<file path="src/rtl/smci_defines.svh">
// Purpose: constants for the mux, configuration and interrupt registers
// Assumes: 4-bit register fields, 20 MHz core clock
// Notes:   offsets are the register addresses seen by the serial frame
`ifndef SMCI_DEFINES_SVH
`define SMCI_DEFINES_SVH

`define SMCI_ADDR_MUX        4'hC
`define SMCI_ADDR_CFG        4'hD
`define SMCI_ADDR_MASK       4'hE
`define SMCI_ADDR_SRC        4'hF
`define SMCI_MUX_DIV_BIT     3
`define SMCI_CFG_X8_BIT      2
`define SMCI_MASK_HS_BIT     3
`define SMCI_MASK_LS_BIT     2
`define SMCI_MASK_LIN_BIT    1
`define SMCI_MASK_VM_BIT     0
`define SMCI_MUX_RESET       4'h8
`define SMCI_CFG_RESET       4'h0
`define SMCI_MASK_RESET      4'hF
`define SMCI_SEL_OFF         3'h0
`define SMCI_SEL_TEMP        3'h2
`define SMCI_SEL_BATTERY_SENSE_INPUT      3'h3
`define SMCI_SEL_WAKE1       3'h4
`define SMCI_SEL_WAKE2       3'h5
`define SMCI_SRC_NONE        4'h0
`define SMCI_GAP_NS          10000
`define SMCI_CLK_MHZ         20
`define SMCI_GAP_CYCLES      ((`SMCI_GAP_NS * `SMCI_CLK_MHZ + 999) / 1000)

`endif

</file>
<file path="src/rtl/smci_pkg.sv">
// Purpose: shared types for the mux, configuration and interrupt registers
// Assumes: used together with smci_defines.svh
// Notes:   none
package smci_pkg;

    typedef enum logic [2:0] {
        SMCI_IRQ_IDLE = 3'b001,
        SMCI_IRQ_LOW  = 3'b010,
        SMCI_IRQ_GAP  = 3'b100
    } smci_irq_state_t;

    // register access from the serial frame decoder
    typedef struct packed {
        logic       wr;
        logic       rd;
        logic [3:0] addr;
        logic [3:0] data;
    } smci_access_t;

    // raw event pulses from the surrounding blocks
    typedef struct packed {
        logic wake_input;
        logic hs_overtemp;
        logic ls_overtemp;
        logic lin_wake;
        logic receive_line_short;
        logic transmit_dominant_timeout;
        logic lin_overtemp;
        logic supply_undervoltage;
        logic vdd_overtemp_prewarn;
        logic supply_overvoltage;
        logic forced_wake;
    } smci_events_t;

endpackage

</file>
<file path="src/rtl/smci_irq_prio.sv">
// Purpose: picks the highest-priority pending source and gives its code
// Assumes: bit 0 of pending is code 1, the highest priority
// Notes:   purely combinational
`timescale 1ns/1ps
module smci_irq_prio (
    // pending sources
    input  wire logic [5:0] pending_i,
    // result
    output logic      [3:0] code_o,
    output logic      [5:0] onehot_o
);
    always_comb begin
        code_o   = 4'h0;
        onehot_o = 6'h00;
        for (int i = 5; i >= 0; i--) begin
            if (pending_i[i]) begin
                code_o   = 4'(i + 1);
                onehot_o = 6'(1 << i);
            end
        end
    end
endmodule

</file>
<file path="src/rtl/smci_regs.sv">
// Purpose: mux, cyclic multiplier, interrupt mask and source registers
// Assumes: access strobes are one-cycle pulses from the frame decoder
// Notes:   read data is the value returned in the same serial frame
`timescale 1ns/1ps
`include "smci_defines.svh"

// Functional notes
// - grounded config pin: watchdog off, no timeouts
// - window-open flag follows watchdog window state
// - mux bit three selects wake divider
// - low three mux bits select analog source
// - buffer off when disabled, stop or sleep
// - config bit two multiplies cyclic interval eight
// - masked source gives neither irq nor code
// - prewarning and undervoltage never masked
// - mask write returns source code
// - mask bits high, low, bus, voltage; reset ones
// - voltage mask gates only overvoltage interrupt
// - source read acknowledges, releases irq if idle
// - others pending: irq high gap, then low
// - source code zero when nothing pending
// - report pending sources one by one, priority
// - source codes one through six as listed
// - bus short, dominant timeout, overtemp give code four
// - interrupt output is active low
module smci_regs
    import smci_pkg::*;
#(
    parameter int GAP_CYCLES = `SMCI_GAP_CYCLES
) (
    // clock and reset
    input  wire logic         clock_i,
    input  wire logic         reset_n_i,
    // reset causes and mode
    input  wire logic         power_on_i,
    input  wire logic         reset_mode_i,
    input  wire logic         ext_reset_i,
    input  wire logic         low_power_mode_i,
    // watchdog status
    input  wire logic         watchdog_config_pin_i,
    input  wire logic         window_open_i,
    // register access
    input  wire smci_access_t access_i,
    input  wire smci_events_t events_i,
    // register outputs
    output logic        [3:0] read_data_o,
    output logic              watchdog_disabled_flag_o,
    output logic              watchdog_window_open_flag_o,
    output logic              suppress_timeouts_o,
    output logic              skip_to_normal_o,
    output logic              wake_input_divider_select_o,
    output logic        [2:0] analog_source_select_o,
    output logic              analog_buffer_enable_o,
    output logic              cyclic_period_times_eight_o,
    output logic        [3:0] interrupt_group_mask_o,
    output logic        [3:0] irq_source_code_bits_o,
    output logic              irq_n_o
);

    typedef struct packed {
        logic [3:0]      rdata;
        logic            wd_off;
        logic            win_open;
        logic            divider;
        logic [2:0]      source_sel;
        logic            buf_en;
        logic            times8;
        logic [3:0]      mask;
        logic [5:0]      pending;
        logic [3:0]      code;
        logic            irq_n;
        smci_irq_state_t state;
        logic [15:0]     gap_cnt;
    } smci_state_t;

    smci_state_t st_q;
    smci_state_t st_d;

    logic [5:0]  raw_set;
    logic [5:0]  next_pending;
    logic [5:0]  ack_bit;
    logic [3:0]  top_code;
    logic [3:0]  next_code;
    logic        mask_wr;
    logic        src_rd;
    logic        clear_sel;

    smci_irq_prio u_prio (
        .pending_i (st_q.pending),
        .code_o    (top_code),
        .onehot_o  (ack_bit)
    );

    // the shown code must follow the pending set it is stored with
    smci_irq_prio u_prio_next (
        .pending_i (next_pending),
        .code_o    (next_code),
        .onehot_o  ()
    );

    always_comb begin
        mask_wr   = access_i.wr && access_i.addr == `SMCI_ADDR_MASK;
        src_rd    = access_i.rd && access_i.addr == `SMCI_ADDR_SRC;
        clear_sel = power_on_i || reset_mode_i || ext_reset_i;
        // masked sources never post; unmaskable ones always do
        raw_set[0] = events_i.wake_input;
        raw_set[1] = events_i.hs_overtemp
                   && st_q.mask[`SMCI_MASK_HS_BIT];
        raw_set[2] = events_i.ls_overtemp
                   && st_q.mask[`SMCI_MASK_LS_BIT];
        raw_set[3] = events_i.lin_wake
                   || ((events_i.receive_line_short
                        || events_i.transmit_dominant_timeout
                        || events_i.lin_overtemp)
                       && st_q.mask[`SMCI_MASK_LIN_BIT]);
        raw_set[4] = events_i.supply_undervoltage
                   || events_i.vdd_overtemp_prewarn
                   || (events_i.supply_overvoltage
                       && st_q.mask[`SMCI_MASK_VM_BIT]);
        raw_set[5] = events_i.forced_wake;
        // new events win over the acknowledge of the same source
        next_pending = st_q.pending;
        if (src_rd) begin
            next_pending = next_pending & ~ack_bit;
        end
        next_pending = next_pending | raw_set;
    end

    always_comb begin
        st_d          = st_q;
        st_d.wd_off   = ~watchdog_config_pin_i;
        st_d.win_open = window_open_i;
        st_d.pending  = next_pending;
        st_d.buf_en   = (st_q.source_sel != `SMCI_SEL_OFF)
                      && !low_power_mode_i;

        if (access_i.wr) begin
            case (access_i.addr)
                `SMCI_ADDR_MUX: begin
                    st_d.divider    = access_i.data[`SMCI_MUX_DIV_BIT];
                    st_d.source_sel = access_i.data[2:0];
                end
                `SMCI_ADDR_CFG: begin
                    st_d.times8 = access_i.data[`SMCI_CFG_X8_BIT];
                end
                `SMCI_ADDR_MASK: begin
                    st_d.mask = access_i.data;
                end
                default: begin
                end
            endcase
        end
        if (clear_sel) begin
            st_d.source_sel = `SMCI_SEL_OFF;
            st_d.buf_en     = 1'b0;
        end
        if (power_on_i) begin
            st_d.divider = 1'(`SMCI_MUX_RESET >> `SMCI_MUX_DIV_BIT);
            st_d.times8  = 1'b0;
            st_d.mask    = `SMCI_MASK_RESET;
        end

        // frame answer: source code on mask write or source read
        if (mask_wr || src_rd) begin
            st_d.rdata = top_code;
        end else begin
            st_d.rdata = 4'h0;
        end
        st_d.code = next_code;

        case (st_q.state)
            SMCI_IRQ_IDLE: begin
                st_d.irq_n = 1'b1;
                if (next_pending != 6'h00) begin
                    st_d.state = SMCI_IRQ_LOW;
                    st_d.irq_n = 1'b0;
                end
            end
            SMCI_IRQ_LOW: begin
                if (src_rd) begin
                    st_d.irq_n = 1'b1;
                    if (next_pending != 6'h00) begin
                        st_d.state   = SMCI_IRQ_GAP;
                        st_d.gap_cnt = 16'(GAP_CYCLES - 1);
                    end else begin
                        st_d.state = SMCI_IRQ_IDLE;
                    end
                end
            end
            SMCI_IRQ_GAP: begin
                st_d.irq_n = 1'b1;
                if (st_q.gap_cnt == 16'h0000) begin
                    if (next_pending != 6'h00) begin
                        st_d.state = SMCI_IRQ_LOW;
                        st_d.irq_n = 1'b0;
                    end else begin
                        st_d.state = SMCI_IRQ_IDLE;
                    end
                end else begin
                    st_d.gap_cnt = st_q.gap_cnt - 16'h0001;
                end
            end
            default: begin
                st_d.state = SMCI_IRQ_IDLE;
                st_d.irq_n = 1'b1;
            end
        endcase
    end

    always_ff @(posedge clock_i) begin
        if (!reset_n_i) begin
            st_q.rdata      <= 4'h0;
            st_q.wd_off     <= 1'b0;
            st_q.win_open   <= 1'b0;
            st_q.divider    <= 1'b1;
            st_q.source_sel <= `SMCI_SEL_OFF;
            st_q.buf_en     <= 1'b0;
            st_q.times8     <= 1'b0;
            st_q.mask       <= `SMCI_MASK_RESET;
            st_q.pending    <= 6'h00;
            st_q.code       <= `SMCI_SRC_NONE;
            st_q.irq_n      <= 1'b1;
            st_q.state      <= SMCI_IRQ_IDLE;
            st_q.gap_cnt    <= 16'h0000;
        end else begin
            st_q <= st_d;
        end
    end

    // timeouts and the mode jump both follow the registered off flag
    assign read_data_o                 = st_q.rdata;
    assign watchdog_disabled_flag_o    = st_q.wd_off;
    assign suppress_timeouts_o         = st_q.wd_off;
    assign skip_to_normal_o            = st_q.wd_off;
    assign watchdog_window_open_flag_o = st_q.win_open;
    assign wake_input_divider_select_o = st_q.divider;
    assign analog_source_select_o      = st_q.source_sel;
    assign analog_buffer_enable_o      = st_q.buf_en;
    assign cyclic_period_times_eight_o = st_q.times8;
    assign interrupt_group_mask_o      = st_q.mask;
    assign irq_source_code_bits_o      = st_q.code;
    assign irq_n_o                     = st_q.irq_n;

endmodule

</file>
<file path="config.mk">
export PLATFORM = sky130hd
export DESIGN_NAME = smci_regs
export DESIGN_NICKNAME = d
export VERILOG_FILES = /design/src/rtl/smci_pkg.sv /design/src/rtl/smci_irq_prio.sv /design/src/rtl/smci_regs.sv
export VERILOG_INCLUDE_DIRS = /design/src /design/src/rtl
export SDC_FILE = /design/constraint.sdc
export NUM_CORES = 1
export LEC_CHECK = 0
export ABC_AREA = 1
export BUFFER_PORTS_ARGS = -buffer_cell sky130_fd_sc_hd__buf_2
export CORE_MARGIN = 3
export CORE_UTILIZATION = 45
export DETAILED_ROUTE_END_ITERATION = 12
export PLACE_DENSITY = 0.78
export SLEW_MARGIN = 30
export SYNTH_ARGS = -nofsm -noshare
export SYNTH_HDL_FRONTEND = slang
export SYNTH_SLANG_ARGS = --single-unit
</file>
<file path="constraint.sdc">
create_clock -name clock_i -period 5.2 [get_ports clock_i]
set_input_delay 0.26 -clock clock_i [delete_from_list [all_inputs] [get_ports clock_i]]
set_output_delay 0.26 -clock clock_i [all_outputs]
set_load 0.02 [all_outputs]
</file>
Yosys cells after proc, flatten, opt, wreduce, memory -nomap -nowiden

Index checks and enable logic that the tools add are counted.
W data, S select, Z words.

$add $sub $neg: 1
Equality and inequality tests: 12
Mux-type cells: 29
Bitwise operators: 6
Reduce and logical (&&, ||, !) cells: 34

Operators with widths:

| kind                    | number |
|---|---|
| $mux W6                 | 7 |
| $mux W16                | 2 |
| $pmux W16 S2            | 1 |
| $mux W3                 | 7 |
| $mux W20                | 1 |
| $eq A4 B4 Y1 const B    | 4 |
| $logic_not A16 Y1       | 1 |
| $sub A16 B1 Y16 const B | 1 |
| $pmux W4 S3             | 1 |
| $mux W2                 | 5 |
| $ne A2 B2 Y1 const B    | 5 |
| $logic_or A1 B1 Y1      | 8 |
| $mux W4                 | 2 |
| $reduce_and A2 Y1       | 4 |
| $logic_and A1 B1 Y1     | 7 |
| $reduce_or A7 Y1        | 1 |
| $and A6 B6 Y6           | 1 |
| $not A6 Y6              | 1 |
| $or A6 B6 Y6            | 1 |
| $reduce_bool A6 Y1      | 1 |
| $reduce_or A2 Y1        | 3 |
| $reduce_or A6 Y1        | 1 |
| $reduce_or A5 Y1        | 1 |
| $reduce_and A4 Y1       | 1 |
| other kinds (11)        | 15 |

Flip-flop bits (word level): 46
Input port bits: 29
Output and inout port bits: 23
Word-level logic and storage cells: 101

Longest topological paths before layout

Word-level depth: 16
Gate-level depth with buffers: 12
Gate-level depth less buffers: 12

Cells and area by module

From an unflattened synthesis, not the netlist that was laid out.

Cell total of the unflattened synthesis: 395
Area, all modules: 2690.1 µm²

By module, submodules not included:

| module        | instances | cells an instance | area an instance (µm²) |
|---|---|---|---|
| smci_regs     | 1         | 351               | 2484.9 |
| smci_irq_prio | 2         | 22                | 102.6 |

Worst setup path after synthesis

OpenSTA, ideal clock, no wires.

Path kind: register to register
From: reg st_q[0] (netlist bit)
To: reg st_q[15] (netlist bit)
Library setup time: 71 ps
Arrival time: 1588 ps
Slack: 3541 ps
Cell stages (with the launch flop): 11
Buffers on the path: 1
Cell sequence: dfxtp_1 -> inv_1 -> ha_1 -> nand2_1 -> nor2_1 -> nand2_1 -> nand2_2 -> a21oi_4 -> buf_4 -> nand3_1 -> a21oi_1

Longest elaborated chain between the ends: 3

Ends and longest elaborated chain:

| what                                                        | line                               | RTL |
|---|---|---|
| start, declared                                             | smci_regs.sv:76                    | `smci_state_t st_q;` |
| start signal, assigned                                      | smci_regs.sv:226                   | `st_q <= st_d;` |
| $sub A16 B1 Y16 / $logic_not A16 Y1 (equally long branches) | smci_regs.sv:200, smci_regs.sv:192 |  |
| $mux W16 / $ne A2 B2 Y1 (equally long branches)             | n/a                                |  |
| $pmux W16 S2 / $reduce_and A4 Y1 (equally long branches)    | n/a                                |  |

Several ways; a longest one is shown, not always the timed one. The select of a mux whose other input is x is not followed.
A chain may end at the register's enable or synchronous reset.

Worst setup path after layout

From: reg st_q[0] (netlist bit)
To: reg st_q[1] (netlist bit)

The elaborated chain is that of the path after synthesis.

==> results.ini <==
[timing]
fin_crit_sh_pct = 40.8
tightest_slew_ns = 0.961
timing.fmax_mhz = 471
worst_clock_skew_ns = 0.00628
slew_viol_final = 0
rsz0062_at_grt = false
finalSetupViolCount = 0
fin_crit_ns = 2.12
maxSlewHeadroom_pct = 35.8
hold_viol = 0
fin_setup_tns_ns = 0

[global_routing]
grt_use_total_pct = 17.2
grt_overflow = 0
grt_pass1_vias = 2127
grt_max_degree = 30
antenna_found_initial = 0
grt_pass1_wl_um = 9040

[clock_tree]
cts_buffers = 5
cts_buffer_depth = 2
cts_tree = yes
path_clk_slew_ns = 0.08
htree_levels = 2
cts.sinks = 44
clk_latency_ns = 0.31
hold_buffers = 0
ctsRootBufferMaster = clkbuf_8
cts_setup_buffers = 0
post_cts_resized = 0

[drt]
drc = 0
vias = 2323
drtPass1Iterations = 4
drtAntennaViolNets = 0
drt_iter0_drc = 152
wl_per_cell_um = 11.3
routed_wl_um = 5310
via_per_inst = 4.92

[setup_path]
cp.arrival_ns = 2.29
worst-setup-path-type = reg2reg
cp.required_ns = 5.36
critical_path_peak_fanout = 16
startpoint_type = flip-flop
r2r-end = st_q[1]
ff2ff_path_depth = 10
r2r-start = st_q[0]
ff2ff_setup_slack_ns = 3.08
crit_path_end_kind = flip-flop

[die]
die_area_um2 = 6620
start_util_pct = 48.2
rows = 26
die_x_um = 81.4
core_um2 = 5300
io_pins = 52
die_h_um = 81.4

[run_status]
outcome = finished clean

[final_layout]
area_growth_pct = 10.7
stdcell_area_um2 = 2830
diodes = 0
fin_nets = 431
drive_gt1_share_pct = 22.4

[job]
max_cap_viol_count = 0

[placement]
place_congestion = 0.843
portBuffers = 49
place_area_um2 = 2710
hpwl_um = 4020

[pwr]
p_leak_uw = 0.00142
power.density_nw_per_um2 = 316
ir_worst_vdd_uv = 140
power_uw = 894

[yosys]
syn_avg_cell_area_um2 = 6.92
synth_top_area_share_pct = 34.5
ys_seq_area_share_pct = 34.5
synthTopCellsByArea = dfxtp_1 (34%), nand2_1 (11%), nand3_1 (8.6%)
syn_area_um2 = 2550
netlist_instances = 369
ys_seq_elements = 44
ys_types = 34
yosysWarnings = 0
synth_top_area_cell = dfxtp_1

[hold_path]
min-delay-start = watchdog_config_pin_i
hold_path_class = in2reg
min_path_cells = 2
whs_endpoint = skip_to_normal_o

[cell usage after synthesis]
cell and count:
a211oi_1 2, a21boi_1 1, a21oi_1 23, a21oi_2 2, a21oi_4 1, a31oi_1 1, buf_2 1, buf_4 18
buf_6 2, clkbuf_1 4, conb_1 1, dfxtp_1 44, ha_1 1, inv_1 37, inv_2 1, nand2_1 75
nand2_2 9, nand2_4 2, nand3_1 44, nand3_2 6, nand3_4 1, nand3b_1 2, nor2_1 56, nor2_2 3
nor2_4 2, nor2_8 2, nor3_1 9, nor3_2 1, nor3_4 1, nor4_1 2, o21ai_0 4, or2_2 2
xnor2_1 3, xor2_1 6
[power by group]
part | switching, uW | internal, uW | total, uW
combinational | 153 | 94.6 | 248
clock | 125 | 145 | 270
sequential | 18.8 | 357 | 376
total | 297 | 597 | 894
[flip-flops by register name (all words and copies together) (netlist names)]
name,count
irq_source_code_bits_o,3
st_q,25
skip_to_normal_o,1
wake_input_divider_select_o,1
watchdog_window_open_flag_o,1
irq_n_o,1
read_data_o,3
analog_source_select_o,3
analog_buffer_enable_o,1
interrupt_group_mask_o,4
cyclic_period_times_eight_o,1
[metrics by stage]
| stage | utilization (%) | instances | hold slack, ns | setup slack (ns) |
|---|---|---|---|---|
| finish | 53.4 | 472 | 0.0971 | 3.08 |
| global route | 53.4 | 472 | 0.101 | 2.86 |
| CTS | 53.4 | 472 | 0.0910 | 3.06 |
| detailed placement | 51.2 | 464 | 0.418 | 3.09 |
| global placement | 51.2 | 464 | 0.420 | 3.19 |
| floorplan | - | 370 | 0.332 | 3.54 |
[worst max-delay path: stages, from the launching register on]
cell and delay (ns):
dfxtp_1 0.34, inv_1 0.08, ha_1 0.25, nand2_1 0.16, nor2_1 0.09, nand2_1 0.09
nand2_2 0.20, a21oi_4 0.50, nand3b_1 0.14, nand2_1 0.09, nor2_1 0.04
[how the worst max path moves through the flow]
stage / from / endpoint / cells past startpoint
floorplan: st_q[0] / st_q[15] / 10
global placement: st_q[0] / st_q[0] / 10
detailed placement: st_q[0] / st_q[0] / 11
CTS: st_q[0] / st_q[0] / 11
global route: st_q[0] / st_q[1] / 11
finish: st_q[0] / st_q[1] / 10
[logic make-up after synthesis]
group           share of synthesized area [%]
other cells                             0.147
fa+ha+maj                               0.490
compound gates                           7.74
flops                                    34.5
xor+xnor                                 3.09
buf+inv                                  12.5
simple gates                             41.5
[area by class of cell]
type                       instances  area, um^2
clock inverter                     3        46.3
tap                               70        87.6
timing repair buffer              49         245
sequential                        44         881
inverter                          38         143
clock buffer                       5        68.8
fill                             519        2470
multi-input combinational        263        1360
[cells in the final DEF (no fill, tap or decap), drive strengths merged]
cell      count
conb          2
bufinv        1
xor2          6
a21boi        1
ha            1
buf          49
a21oi        26
inv          39
nor4          2
clkinvlp      1
nand3        51
xnor2         3
nand3b        2
nor2         63
a211oi        2
a31oi         1
clkbuf        5
nor3         11
or2           2
dfxtp        44
o21ai         4
nand2        86
[metal layers]
layer | routed length, um | track usage, % | share of wire (%) | vias to the layer above
met2 | 2600 | 29.2 | 49 | 45
met1 | 2360 | 21.2 | 45 | 1049
met4 | 83 | 5.74 | 1.6 | 0
met3 | 261 | 4.21 | 4.9 | 9
li1 | - | - | - | 1220
met5 | 0 | 0 | 0 | -
Power figures use the tool's default switching activity.
